<file path="src/verilog/tio_pkg.sv">
// constants, field layouts and carrier types of the timed i/o port unit
package tio_pkg;

  // =====================================================================
  // sizes
  localparam int NPORT     = 5;
  localparam int NCLK      = 6;
  localparam int PINS      = 32;
  localparam int LINK_PINS = 4;
  localparam int AW        = 8;
  localparam int DW        = 32;
  localparam int CW        = 16;
  localparam int DIVW      = 8;
  localparam int PORT_W [NPORT] = '{1, 4, 8, 16, 32};

  // =====================================================================
  // register offsets
  localparam logic [AW-1:0] OFS_CTRL      = 8'h00;
  localparam logic [AW-1:0] OFS_STATUS    = 8'h04;
  localparam logic [AW-1:0] OFS_MASK      = 8'h08;
  localparam logic [AW-1:0] OFS_CLK_BASE  = 8'h10;
  localparam logic [2:0]    PORT_BASE_SEL = 3'h2;
  localparam logic [2:0]    PR_CFG        = 3'h0;
  localparam logic [2:0]    PR_DATA       = 3'h1;
  localparam logic [2:0]    PR_TIME       = 3'h2;
  localparam logic [2:0]    PR_COND       = 3'h3;
  localparam logic [2:0]    PR_COUNT      = 3'h4;
  localparam logic [2:0]    PR_TSTAMP     = 3'h5;

  // =====================================================================
  // field positions
  localparam int CTRL_LINK  = 0;
  localparam int CFG_EN     = 0;
  localparam int CFG_DIR    = 1;
  localparam int CFG_CSEL   = 2;
  localparam int CFG_COND   = 5;
  localparam int CFG_TIME   = 6;
  localparam int CFG_STBI   = 7;
  localparam int CFG_STBO   = 8;
  localparam int CLK_EXT    = 8;

  // =====================================================================
  // reset values
  localparam logic [DIVW-1:0] CLK_DIV_RST = 8'h00;
  localparam logic [2:0]      CSEL_RST    = 3'h0;

  // =====================================================================
  // carriers
  typedef struct packed {
    logic          en;
    logic          dir_out;
    logic [2:0]    csel;
    logic          cond_en;
    logic          time_en;
    logic          stbi_en;
    logic          stbo_en;
    logic [CW-1:0] at_time;
    logic [DW-1:0] cond;
  } tio_port_cfg_t;

  typedef struct packed {
    logic [CW-1:0] count;
    logic [CW-1:0] tstamp;
    logic [DW-1:0] rx_data;
    logic          rx_valid;
    logic          tx_full;
  } tio_port_stat_t;

endpackage

</file>
<file path="src/verilog/tio_port_unit.sv">
// timed i/o port unit: ports, serializers, counters, clock blocks, pin sharing
`timescale 1ns/1ps
// What this block does
// RL1: ports one, four, eight, sixteen, thirty-two wide
// RL2: each port drives or samples, never both
// RL3: drive pins, sample pins, optional pin condition
// RL4: every port access completes in one cycle
// RL5: serializer plus transfer register buffer data
// RL6: each port owns a sixteen-bit counter
// RL7: counter readable; future count delays transfer
// RL8: transfer captures counter as timestamp
// RL9: enabled link takes its pins from ports
// RL10: narrower enabled port beats wider sharing pins
// RL11: unshared pins stay with the wider port
// RL12: port always works at its own width
// RL13: six clock blocks, block zero reference
// RL14: blocks one to five have own dividers
// RL15: clock block may use one-bit port
// RL16: strobe in accepted, strobe out generated
// RL17: reset attaches every port to block zero
// RL18: pin events go straight to tile
// RL19: counter ticks per clock block, wraps

module tio_port #(
  parameter int W = 1
) (
  input  wire logic                   clk_i,
  input  wire logic                   rst_n_i,
  input  tio_pkg::tio_port_cfg_t      cfg_i,
  input  wire logic                   tick_i,
  input  wire logic [W-1:0]           pins_i,
  input  wire logic                   strobe_i,
  input  wire logic                   wr_data_i,
  input  wire logic [tio_pkg::DW-1:0] wdata_i,
  input  wire logic                   rd_data_i,
  output tio_pkg::tio_port_stat_t     stat_o,
  output logic      [W-1:0]           drive_o,
  output logic                        strobe_o,
  output logic                        event_o
);
  import tio_pkg::*;

  localparam logic [5:0] SLICES = 6'(DW / W);

  logic [CW-1:0] cnt; // RL6
  logic [CW-1:0] tstamp;
  logic [DW-1:0] txbuf;
  logic          tx_full;
  logic [DW-1:0] shreg;
  logic [5:0]    left;
  logic [DW-1:0] rxbuf;
  logic          rx_valid;
  logic          cnt_hit;
  logic          cond_ok;
  logic          accept_in;
  logic          tx_load;
  logic          tx_done;
  logic          rx_start;
  logic          rx_step;
  logic          rx_done;
  logic [DW-1:0] shifted_in;

  // =====================================================================
  // transfer conditions
  assign cnt_hit    = !cfg_i.time_en || (cnt == cfg_i.at_time);                  // RL7
  assign cond_ok    = !cfg_i.cond_en || (pins_i == cfg_i.cond[W-1:0]);           // RL3
  assign accept_in  = tick_i && cfg_i.en && !cfg_i.dir_out
                      && (!cfg_i.stbi_en || strobe_i);                           // RL16
  assign tx_load    = tick_i && cfg_i.en && cfg_i.dir_out && tx_full
                      && (left == 6'h00) && cnt_hit;
  assign tx_done    = tick_i && cfg_i.en && cfg_i.dir_out
                      && (tx_load ? (SLICES == 6'h01) : (left == 6'h01));
  assign rx_start   = accept_in && (left == 6'h00) && cond_ok && cnt_hit;
  assign rx_step    = accept_in && (left != 6'h00);
  assign rx_done    = (rx_start && (SLICES == 6'h01)) || (rx_step && (left == 6'h01));
  assign shifted_in = (shreg >> W) | (DW'(pins_i) << (DW - W));                  // RL12

  // =====================================================================
  // port counter
  always_ff @(posedge clk_i or negedge rst_n_i) begin
    if (!rst_n_i) begin
      cnt <= 16'h0000;
    end else if (tick_i) begin
      cnt <= cnt + 16'h0001;                                                     // RL19
    end
  end

  // =====================================================================
  // transfer register, output side
  always_ff @(posedge clk_i or negedge rst_n_i) begin
    if (!rst_n_i) begin
      txbuf   <= 32'h0000_0000;
      tx_full <= 1'b0;
    end else begin
      if (tx_load || !cfg_i.en) begin
        tx_full <= 1'b0;
      end
      if (wr_data_i && cfg_i.en && cfg_i.dir_out && (!tx_full || tx_load)) begin
        txbuf   <= wdata_i;                                                      // RL5
        tx_full <= 1'b1;
      end
    end
  end

  // =====================================================================
  // serializer for both directions
  always_ff @(posedge clk_i or negedge rst_n_i) begin
    if (!rst_n_i) begin
      shreg    <= 32'h0000_0000;
      left     <= 6'h00;
      drive_o  <= '0;
      strobe_o <= 1'b0;
    end else if (!cfg_i.en) begin
      left     <= 6'h00;
      strobe_o <= 1'b0;
    end else if (tx_load) begin
      drive_o  <= txbuf[W-1:0];                                                  // RL3
      shreg    <= txbuf >> W;                                                    // RL5
      left     <= SLICES - 6'h01;
      strobe_o <= cfg_i.stbo_en;                                                 // RL16
    end else if (tick_i && cfg_i.dir_out && (left != 6'h00)) begin
      drive_o  <= shreg[W-1:0];
      shreg    <= shreg >> W;
      left     <= left - 6'h01;
      strobe_o <= cfg_i.stbo_en;
    end else if (rx_start) begin
      shreg    <= shifted_in;                                                    // RL5
      left     <= SLICES - 6'h01;
    end else if (rx_step) begin
      shreg    <= shifted_in;
      left     <= left - 6'h01;
    end else if (tick_i) begin
      strobe_o <= 1'b0;
    end
  end

  // =====================================================================
  // receive transfer register, capture wins over read
  always_ff @(posedge clk_i or negedge rst_n_i) begin
    if (!rst_n_i) begin
      rxbuf    <= 32'h0000_0000;
      rx_valid <= 1'b0;
    end else if (rx_done) begin
      rxbuf    <= shifted_in;
      rx_valid <= 1'b1;
    end else if (rd_data_i) begin
      rx_valid <= 1'b0;
    end
  end

  // =====================================================================
  // timestamp and event
  always_ff @(posedge clk_i or negedge rst_n_i) begin
    if (!rst_n_i) begin
      tstamp  <= 16'h0000;
      event_o <= 1'b0;
    end else begin
      event_o <= tx_done || rx_done;                                             // RL18
      if (tx_load || rx_start) begin
        tstamp <= cnt;                                                           // RL8
      end
    end
  end

  assign stat_o = '{count: cnt, tstamp: tstamp, rx_data: rxbuf,
                    rx_valid: rx_valid, tx_full: tx_full};
endmodule

module tio_port_unit (
  input  wire logic                   clk_i,
  input  wire logic                   rst_n_i,
  input  wire logic [tio_pkg::AW-1:0] addr_i,
  input  wire logic [tio_pkg::DW-1:0] wdata_i,
  input  wire logic                   wr_i,
  input  wire logic                   rd_i,
  output logic      [tio_pkg::DW-1:0] rdata_o,
  input  wire logic [tio_pkg::PINS-1:0] pin_i,
  output logic      [tio_pkg::PINS-1:0] pin_o,
  output logic      [tio_pkg::PINS-1:0] pin_oe_o,
  input  wire logic [tio_pkg::NPORT-1:0] strobe_i,
  output logic      [tio_pkg::NPORT-1:0] outgoing_strobe_o,
  output logic      [tio_pkg::NPORT-1:0] event_o,
  output logic                        irq_o
);
  import tio_pkg::*;

  logic [PINS-1:0]  pin_s1;
  logic [PINS-1:0]  pin_s2;
  logic             pin0_d;
  logic [NPORT-1:0] stb_s1;
  logic [NPORT-1:0] stb_s2;
  logic             link_en;
  logic [NPORT-1:0] status;
  logic [NPORT-1:0] mask;
  logic [DIVW-1:0]  clk_div [NCLK];
  logic             clk_ext [NCLK];
  logic [NCLK-1:0]  clk_tick;
  tio_port_cfg_t    cfg [NPORT];
  tio_port_stat_t   stat [NPORT];
  logic [DW-1:0]    drv [NPORT];
  logic [NPORT-1:0] port_stb;
  logic [NPORT-1:0] port_ev;
  logic [NPORT-1:0] port_tick;
  logic [NPORT-1:0] wr_data;
  logic [NPORT-1:0] rd_data;
  logic [2:0]       pidx;
  logic             psel;
  logic [DW-1:0]    next_rdata;
  logic [PINS-1:0]  next_pin_o;
  logic [PINS-1:0]  next_pin_oe;

  assign pidx = addr_i[7:5] - PORT_BASE_SEL;
  assign psel = (addr_i[7:6] != 2'b00) && (int'(pidx) < NPORT);

  // =====================================================================
  // input synchronisers
  always_ff @(posedge clk_i or negedge rst_n_i) begin
    if (!rst_n_i) begin
      pin_s1 <= '0;
      pin_s2 <= '0;
      pin0_d <= 1'b0;
      stb_s1 <= '0;
      stb_s2 <= '0;
    end else begin
      pin_s1 <= pin_i;
      pin_s2 <= pin_s1;
      pin0_d <= pin_s2[0];
      stb_s1 <= strobe_i;
      stb_s2 <= stb_s1;
    end
  end

  // =====================================================================
  // clock blocks
  assign clk_tick[0] = 1'b1;                                                     // RL13
  for (genvar k = 1; k < NCLK; k++) begin : g_clk
    logic [DIVW-1:0] div_cnt;
    assign clk_tick[k] = clk_ext[k] ? (pin_s2[0] && !pin0_d)                     // RL15
                                    : (div_cnt == clk_div[k]);                   // RL14
    always_ff @(posedge clk_i or negedge rst_n_i) begin
      if (!rst_n_i) begin
        div_cnt <= CLK_DIV_RST;
      end else if (clk_ext[k] || (div_cnt == clk_div[k])) begin
        div_cnt <= CLK_DIV_RST;
      end else begin
        div_cnt <= div_cnt + 8'h01;
      end
    end
  end

  // =====================================================================
  // ports
  for (genvar p = 0; p < NPORT; p++) begin : g_port
    localparam int PW = PORT_W[p];
    logic [PW-1:0] drive;
    assign port_tick[p] = (int'(cfg[p].csel) < NCLK) ? clk_tick[cfg[p].csel] : 1'b0;
    assign wr_data[p]   = wr_i && psel && (int'(pidx) == p) && (addr_i[4:2] == PR_DATA);
    assign rd_data[p]   = rd_i && psel && (int'(pidx) == p) && (addr_i[4:2] == PR_DATA);
    assign drv[p]       = DW'(drive);
    tio_port #(.W(PW)) u_port (                                                  // RL1
      .clk_i     (clk_i),
      .rst_n_i   (rst_n_i),
      .cfg_i     (cfg[p]),
      .tick_i    (port_tick[p]),
      .pins_i    (pin_s2[PW-1:0]),
      .strobe_i  (stb_s2[p]),
      .wr_data_i (wr_data[p]),
      .wdata_i   (wdata_i),
      .rd_data_i (rd_data[p]),
      .stat_o    (stat[p]),
      .drive_o   (drive),
      .strobe_o  (port_stb[p]),
      .event_o   (port_ev[p])
    );
  end

  // =====================================================================
  // pin ownership
  always_comb begin
    next_pin_o  = '0;
    next_pin_oe = '0;
    for (int i = 0; i < PINS; i++) begin
      if (!(link_en && (i < LINK_PINS))) begin                                   // RL9
        for (int p = NPORT - 1; p >= 0; p--) begin
          if (cfg[p].en && (i < PORT_W[p])) begin                                // RL11
            next_pin_oe[i] = cfg[p].dir_out;                                     // RL10
            next_pin_o[i]  = drv[p][i];                                          // RL2
          end
        end
      end
    end
  end

  always_ff @(posedge clk_i or negedge rst_n_i) begin
    if (!rst_n_i) begin
      pin_o             <= '0;
      pin_oe_o          <= '0;
      outgoing_strobe_o <= '0;
      event_o           <= '0;
    end else begin
      pin_o             <= next_pin_o;
      pin_oe_o          <= next_pin_oe;
      outgoing_strobe_o <= port_stb;                                             // RL16
      event_o           <= port_ev;                                              // RL18
    end
  end

  // =====================================================================
  // register writes
  always_ff @(posedge clk_i or negedge rst_n_i) begin
    if (!rst_n_i) begin
      link_en <= 1'b0;
      mask    <= '0;
      for (int k = 0; k < NCLK; k++) begin
        clk_div[k] <= CLK_DIV_RST;
        clk_ext[k] <= 1'b0;
      end
      for (int p = 0; p < NPORT; p++) begin
        cfg[p]      <= '0;
        cfg[p].csel <= CSEL_RST;                                                 // RL17
      end
    end else if (wr_i) begin                                                     // RL4
      if (addr_i == OFS_CTRL) begin
        link_en <= wdata_i[CTRL_LINK];
      end
      if (addr_i == OFS_MASK) begin
        mask <= wdata_i[NPORT-1:0];
      end
      for (int k = 1; k < NCLK; k++) begin
        if (addr_i == OFS_CLK_BASE + AW'(4 * k)) begin
          clk_div[k] <= wdata_i[DIVW-1:0];
          clk_ext[k] <= wdata_i[CLK_EXT];
        end
      end
      if (psel) begin
        case (addr_i[4:2])
          PR_CFG: begin
            cfg[pidx].en      <= wdata_i[CFG_EN];
            cfg[pidx].csel    <= wdata_i[CFG_CSEL +: 3];
            cfg[pidx].cond_en <= wdata_i[CFG_COND];
            cfg[pidx].time_en <= wdata_i[CFG_TIME];
            cfg[pidx].stbi_en <= wdata_i[CFG_STBI];
            cfg[pidx].stbo_en <= wdata_i[CFG_STBO];
            if (!cfg[pidx].en) begin
              cfg[pidx].dir_out <= wdata_i[CFG_DIR];                             // RL2
            end
          end
          PR_TIME: cfg[pidx].at_time <= wdata_i[CW-1:0];                         // RL7
          PR_COND: cfg[pidx].cond    <= wdata_i;                                 // RL3
          default: ;
        endcase
      end
    end
  end

  // =====================================================================
  // status, set wins over clear
  always_ff @(posedge clk_i or negedge rst_n_i) begin
    if (!rst_n_i) begin
      status <= '0;
      irq_o  <= 1'b0;
    end else begin
      if (wr_i && (addr_i == OFS_STATUS)) begin
        status <= (status & ~wdata_i[NPORT-1:0]) | port_ev;
      end else begin
        status <= status | port_ev;
      end
      irq_o <= |(status & mask);
    end
  end

  // =====================================================================
  // register reads
  always_comb begin
    next_rdata = 32'h0000_0000;
    if (psel) begin
      case (addr_i[4:2])
        PR_CFG: begin
          next_rdata[CFG_EN]       = cfg[pidx].en;
          next_rdata[CFG_DIR]      = cfg[pidx].dir_out;
          next_rdata[CFG_CSEL +: 3] = cfg[pidx].csel;
          next_rdata[CFG_COND]     = cfg[pidx].cond_en;
          next_rdata[CFG_TIME]     = cfg[pidx].time_en;
          next_rdata[CFG_STBI]     = cfg[pidx].stbi_en;
          next_rdata[CFG_STBO]     = cfg[pidx].stbo_en;
          next_rdata[DW-2]         = stat[pidx].tx_full;
          next_rdata[DW-1]         = stat[pidx].rx_valid;
        end
        PR_DATA:   next_rdata = stat[pidx].rx_data;
        PR_TIME:   next_rdata = DW'(cfg[pidx].at_time);
        PR_COND:   next_rdata = cfg[pidx].cond;
        PR_COUNT:  next_rdata = DW'(stat[pidx].count);                           // RL7
        PR_TSTAMP: next_rdata = DW'(stat[pidx].tstamp);                          // RL8
        default:   next_rdata = 32'h0000_0000;
      endcase
    end else if (addr_i == OFS_CTRL) begin
      next_rdata[CTRL_LINK] = link_en;
    end else if (addr_i == OFS_STATUS) begin
      next_rdata[NPORT-1:0] = status;
    end else if (addr_i == OFS_MASK) begin
      next_rdata[NPORT-1:0] = mask;
    end else begin
      for (int k = 1; k < NCLK; k++) begin
        if (addr_i == OFS_CLK_BASE + AW'(4 * k)) begin
          next_rdata[DIVW-1:0] = clk_div[k];
          next_rdata[CLK_EXT]  = clk_ext[k];
        end
      end
    end
  end

  always_ff @(posedge clk_i or negedge rst_n_i) begin
    if (!rst_n_i) begin
      rdata_o <= 32'h0000_0000;
    end else if (rd_i) begin
      rdata_o <= next_rdata;
    end else begin
      rdata_o <= 32'h0000_0000;
    end
  end
endmodule
</file>
<file path="config.mk">
export PLATFORM = sky130hd
export DESIGN_NAME = tio_port_unit
export DESIGN_NICKNAME = d
export VERILOG_FILES = /design/src/verilog/tio_pkg.sv /design/src/verilog/tio_port_unit.sv
export SDC_FILE = /design/constraint.sdc
export NUM_CORES = 2
export LEC_CHECK = 0
export BUFFER_PORTS_ARGS = -buffer_cell sky130_fd_sc_hd__buf_4
export CAP_MARGIN = 10
export CORE_MARGIN = 3
export CORE_UTILIZATION = 25
export DETAILED_ROUTE_END_ITERATION = 8
export GPL_TIMING_DRIVEN = 1
export PLACE_DENSITY = 0.49
export SYNTH_ARGS = -nofsm -noshare
export SYNTH_HDL_FRONTEND = slang
export SYNTH_HIERARCHICAL = 1
export SYNTH_SLANG_ARGS = --single-unit
</file>
<file path="constraint.sdc">
create_clock -name clk_i -period 8 [get_ports clk_i]
set_clock_uncertainty 0.15 [all_clocks]
set_input_delay 1.2 -clock clk_i [delete_from_list [all_inputs] [get_ports clk_i]]
set_output_delay 1.2 -clock clk_i [all_outputs]
set_load 0.01 [all_outputs]
</file>
After elaboration in Yosys (flattened, before gate mapping). Cells that the tools add are included.

Bitwise logic cells: 10. Mux-type cells: 260. $lt $le $gt $ge: 13. Reductions and logical operators: 247. Add/sub/neg operators: 16. Eq/ne operators: 56.

Operators by type and width (number): $bwmux 285 (9); $demux 57 s3 (9); $pmux 285 s3 (1); $mux 32 (24); $mux 285 (1); $bmux 66 s3 (1); $bmux 57 s3 (1); $mux 57 (3); $mux 6 (25); $mux 1 (145); $mux 66 (2); $logic_and 1x1->1 (116); $pmux 21 s5 (1); $eq 16x16->1 (6); $add 16x1->16 const B (5); $mux 8 (8); $mux 56 (1); $mux 55 (1); $mux 9 (6); $pmux 9 s6 (1); $mux 52 (1); $mux 51 (1); $mux 50 (1); $mux 49 (1); 49 further kinds (232).

Logic and storage cells: 731. Input port bits: 81. Bits in registers: 1299.

Depth between registers and ports, before layout.
Depth after elaboration: 16. Depth in mapped cells: 16. Gate-level depth less buffers: 13.

Hierarchy. Netlist, hierarchy kept.

By module, submodules not included: tio_port_unit (instances 1, area an instance 25102.8 µm², cells each 1968, seq. area each 13412.9 µm²); tio_port at g_port[4].u_port (instances 1, area an instance 7781.2 µm², cells each 576, seq. area each 4254.1 µm²); tio_port at g_port[3].u_port (instances 1, area an instance 6965.4 µm², cells each 533, seq. area each 3853.7 µm²); tio_port at g_port[2].u_port (instances 1, area an instance 6528.8 µm², cells each 486, seq. area each 3653.5 µm²); tio_port at g_port[1].u_port (instances 1, area an instance 6362.4 µm², cells each 441, seq. area each 3553.4 µm²); tio_port at g_port[0].u_port (instances 1, area an instance 6314.8 µm², cells each 524, seq. area each 3478.3 µm²).

Worst setup path after synthesis. No wires, ideal clock.

Path type: input-to-reg. From: input addr_i[6] (netlist bit). To: register g_port[0].u_port.txbuf[0]. Path buffers: 7. Arrival time: 4338 ps. Stages: 16. Library setup time: 125 ps. Setup slack: 3387 ps. Cell sequence: buf_2 buf_2 clkinv_1 ha_1 buf_2 and2_1 clkbuf_1 buf_2 buf_4 nand3_1 nor2_1 and3_1 nand3_1 o22ai_2 buf_2 mux2_2.

Cells in the longest elaborated chain, start to end: 9. Elaborated cells on any way between the ends: 11. Classes of those cells: add/sub: 1; order compare: 1; reduce/logical: 9.

Ends and longest elaborated chain: from (decl) (line tio_port_unit.sv:172) `input wire logic [tio_pkg::AW-1:0] addr_i,`; $sub 3x2->3 (line tio_port_unit.sv:212) `assign pidx = addr_i[7:5] - PORT_BASE_SEL;`; $lt 3x3->1 (line tio_port_unit.sv:213) `assign psel = (addr_i[7:6] != 2'b00) && (int'(pidx) < NPORT);`; $logic_and 1x1->1 (line tio_port_unit.sv:213); $logic_and 1x1->1 (line tio_port_unit.sv:257) `assign wr_data[p] = wr_i && psel && (int'(pidx) == p) && (addr_i[4:2] == PR_DATA);`; $logic_and 1x1->1 * (2 in a row) (line tio_port_unit.sv:257); net wr_data[0] (line tio_port_unit.sv:204) `logic [NPORT-1:0] wr_data;`; $logic_and 1x1->1 * (3 in a row) (line tio_port_unit.sv:98) `if (wr_data_i && cfg_i.en && cfg_i.dir_out && (!tx_full || tx_load)) begin`; to (signal assigned) (line tio_port_unit.sv:99) `txbuf <= wdata_i;`; to (decl) (line tio_port_unit.sv:47) `logic [DW-1:0] txbuf;`.

The timed path passes the listed nets; every way through them passes the cells marked *. A chain may end at the register's enable or synchronous reset.

Worst setup path in the final report.
From: register pin_s2[0]. To: register g_port[4].u_port.drive_o[4].

Cells in the longest elaborated chain, start to end: 12. Elaborated cells on any way between the ends: 19. Classes of those cells: mux: 9; reduce/logical: 10.

Ends and longest elaborated chain: from (decl) (line tio_port_unit.sv:188) `logic [PINS-1:0] pin_s2;`; from (signal assigned) (line tio_port_unit.sv:226) `pin_s2 <= pin_s1;`; $logic_and 1x1->1 * (line tio_port_unit.sv:238) `assign clk_tick[k] = clk_ext[k] ? (pin_s2[0] && !pin0_d)`; $mux 1 (line tio_port_unit.sv:238); $bmux 1 s3 * (line tio_port_unit.sv:256) `assign port_tick[p] = (int'(cfg[p].csel) < NCLK) ? clk_tick[cfg[p].csel] : 1'b0;`; $mux 1 (implied by the code) * (line tio_port_unit.sv:256); $mux 1 * (line tio_port_unit.sv:256); net port_tick[4] (line tio_port_unit.sv:203) `logic [NPORT-1:0] port_tick;`; $logic_and 1x1->1 (3 in a row) (line tio_port_unit.sv:69) `assign tx_load = tick_i && cfg_i.en && cfg_i.dir_out && tx_full`; $logic_and 1x1->1 (2 in a row) (line tio_port_unit.sv:70) `&& (left == 6'h00) && cnt_hit;`; $reduce_bool 2->1 (no source line); $reduce_and 2->1 (no source line); to (signal assigned) (line tio_port_unit.sv:117) `drive_o <= txbuf[W-1:0];`; to (signal assigned) (line tio_port_unit.sv:122) `drive_o <= shreg[W-1:0];`; to (decl) (line tio_port_unit.sv:37) `output logic [W-1:0] drive_o,`.

The timed path passes the listed nets; every way through them passes the cells marked *. The select of a mux whose other input is x is not followed.

==> impl_metrics.py <==
metrics = {
    "synthesis": {
        "synth_compound_area_share_pct": 11.8,
        "synth_flop_cell": "dfrtp_1",
        "synth-edff-count": 0,
        "ys_warn_count": 6,
        "synth_xor_area_share_pct": 4.42,
        "synthDistinctLibCells": 99,
        "syn-cell-area_um2": 59100,
        "syn_area_per_cell_um2": 13.0,
        "synth_adder_area_share_pct": 0.678,
        "synth_cells": 4528,
        "synth_top_family_by_area": "multiplexers",
        "synth_nets": 4641,
        "synth-simple-area-share_pct": 6.50,
        "synth.area.mux_share_pct": 18.4,
        "synthArstFlopShare_pct": 100,
        "synth-seq-cells": 1287,
        "synth-seq-area-share_pct": 54.5,
    },
    "sta": {
        "finalCriticalPeriod_ns": 5.60,
        "rsz0062_at_grt": "no",
        "final-hold-violation-count": 0,
        "final-setup-viol-count": 0,
        "max_freq_ghz": 0.179,
        "post-route-period-util_pct": 69.9,
        "tns_ns": 0,
        "maxSlewHeadroom_pct": 23.4,
        "worst_pin_slew_ns": 1.14,
        "slew_viol_final": 0,
    },
    "route": {
        "detail_route.wirelength_um": 218000,
        "route.detailed.drc": 0,
        "ant_nets": 0,
        "wl_met3_um": 15500,
        "vias": 40300,
        "drt-met1-wl_um": 95300,
        "viasPerCell": 5.11,
        "dr.pass1.iters": 7,
        "route.met2.wl_um": 97700,
        "dr.first_iter.drc_count": 3983,
        "top_layer_used": "met5",
        "wl_per_cell_um": 27.7,
    },
    "placed_design": {
        "gp_congestion": 0.886,
        "dpl-instance-area_um2": 63400,
        "dp_hpwl_um": 147000,
        "portBuffers": 187,
    },
    "final_layout": {
        "fin_area_um2": 68500,
        "final_cell_mix": "dfrtp_1, mux2_2, a22o_1, buf_4, nand2_1",
        "final_nets": 4720,
        "seq_area_um2": 32200,
        "final_common_cell": "dfrtp_1",
        "drive_gt1_share_pct": 27.6,
        "syn_to_final_growth_pct": 16.0,
        "fillCellCount": 23800,
        "multi_input_area_um2": 24900,
    },
    "clocking": {
        "post_cts_resized": 0,
        "postCtsHoldBufs": 0,
        "cts_setup_buffers": 0,
        "cts.reportedPaths.clkPinSlew_ns": 0.05,
        "clock-sinks": 1287,
        "cts_tree": "yes",
        "cts_root_buffer": "clkbuf_16",
        "htree_num_levels": 4,
        "cts_made_buffers": 150,
        "worst_skew_pair.late_latency_ns": 0.81,
        "clock_path_buffers": 3,
    },
    "power": {
        "irDropWorstVdd_v": 0.000215,
        "p_sw_w": 0.00537,
        "switching_share_pct": 29.9,
        "p_clk_share_pct": 39.0,
        "p_per_area_nw_per_um2": 262,
        "leakage_nw": 30.7,
        "power_frac_seq_pct": 45.0,
        "internal_power_w": 0.0126,
        "p_comb_share_pct": 16.0,
    },
    "min_path": {
        "hold_class": "reg2reg",
        "worstHoldPathCells": 0,
        "min_from": "pin_s1[2]",
        "hold_end": "pin_s2[2]",
    },
    "setup_path": {
        "crit_arrival_ns": 6.08,
        "reg2regPathDepth": 14,
        "r2r_end": "g_port[4].u_port/drive_o[4]",
        "worstSetupStartpointType": "register",
        "crit_path_top_delay_cell": "a2bb2oi_1",
        "crit_chain": "buf_4 > nor2b_1 > nand2_1 > o31ai_1 > a21oi_1 > a21oi_1 > a2bb2oi_1 > nand2_1 > nor2_1 > nand2_1 > nor2_8 > buf_4 > mux2i_1 > o21ai_0",
        "r2r-start": "pin_s2[0]",
        "path_buf_inv": 2,
        "crit_path_end_kind": "register",
        "r2r_slack_ns": 2.40,
        "critPathMaxStageDelay_ns": 0.91,
        "crit_type": "reg2reg",
        "crit_fanout": 33,
        "required_ns": 8.49,
        "crit_top_cell": "nand2_1",
        "path_delay_family": "compound AO/OA/AOI/OAI gates",
    },
    "grt": {
        "grt_antenna_before_repair": 45,
        "grt_pass1_vias": 40700,
        "grt_pass1_wl_um": 312000,
        "grt_usage_pct": 17.7,
        "overflow": 0,
        "grt_max_degree": 163,
    },
    "die": {
        "rows": 177,
        "die_w_um": 492,
        "coreArea_um2": 234000,
        "floorplan.initialDensity_pct": 25.3,
        "die_y_um": 492,
        "die_area_um2": 242000,
        "io_pins": 188,
    },
    "outcome": {
        "status": "completed",
    },
    "run": {
        "cap_violations": 0,
    },
}
-- cells in the mapped netlist, drive strengths merged, types with 101 or more instances --
cell type,number,area (um2)
dfrtp,1287,32200
mux2,636,7560
a22o,351,3070
buf,206,1350
nand2,199,757
xnor2,191,1670
nor2,168,718
clkbuf,137,521
o21ai,132,687
nand3,110,576
xor2,107,937
mux4,102,2300
mux2i,101,1010
-- routing by layer --
| metal | global-route usage, % | up-vias |
|---|---|---|
| met5 | 0.437 | - |
| met4 | 7.04 | 38 |
| met3 | 4.20 | 386 |
| met2 | 26.9 | 1541 |
| met1 | 24.2 | 21400 |
| li1 | - | 16900 |
-- layout make-up --
class | instances | area share, %
multi-input cells | 2823 | 36.3
clock buffers | 215 | 6.43
well taps | 3132 | 5.72
clock inverters | 57 | 0.908
repair buffers | 270 | 3.15
inverters | 75 | 0.411
diodes | 17 | 0.0621
flip-flops and latches | 1287 | 47.0
-- per-stage QoR --
step | cells | hold WS (ns) | worst slack, ns | util, % | power (W)
2_1_floorplan | 4528 | 0.181 | 3.39 | - | 0.00975
3_3_place_gp | 7587 | 0.182 | 2.23 | 27.1 | 0.0110
3_5_place_dp | 7587 | 0.185 | 2.22 | 27.1 | 0.0110
4_1_cts | 7859 | 0.198 | 2.58 | 29.3 | 0.0181
5_1_grt | 7862 | 0.201 | 2.31 | 29.3 | 0.0187
6_report | 7876 | 0.195 | 2.40 | 29.3 | 0.0180
-- cell families after synthesis --
group | after synthesis
buffers and inverters | 418
DFF | 1287
muxes | 839
adders and majority gates | 32
xor gates and xnor gates | 298
and+or+nand+nor | 743
AOI/OAI and AO/OA | 911
-- power by group through the flow --
stage	clock, W	sequential (W)	combinational, W
detailed placement	0	0.00816	0.00287
floorplan	0	0.00778	0.00197
finish	0.00701	0.00807	0.00287
global placement	0	0.00816	0.00282
CTS	0.00715	0.00805	0.00288
global route	0.00744	0.00815	0.00311
-- worst max-delay path by stage --
stage / start / endpoint / slack (ns) / depth (start not counted)
after floorplan: addr_i[6] / g_port[0].u_port/txbuf[0] / 3.39 / 16
after global placement: addr_i[6] / g_port[4].u_port/txbuf[27] / 2.23 / 10
after detailed placement: addr_i[6] / g_port[4].u_port/txbuf[28] / 2.22 / 10
after CTS: pin_s2[0] / g_port[4].u_port/drive_o[4] / 2.58 / 14
after global routing: pin_s2[0] / g_port[4].u_port/drive_o[4] / 2.31 / 14
final: pin_s2[0] / g_port[4].u_port/drive_o[4] / 2.40 / 14
-- worst register-to-register path: cells and delay by family (launching register included) --
family	cells	cell delay, ns
buffers and inverters	2	0.95
DFF	1	0.32
AOI/OAI and AO/OA	5	1.68
and+or+nand+nor	6	1.56
muxes	1	0.78
Note: power is estimated with default switching activity, not from simulation.
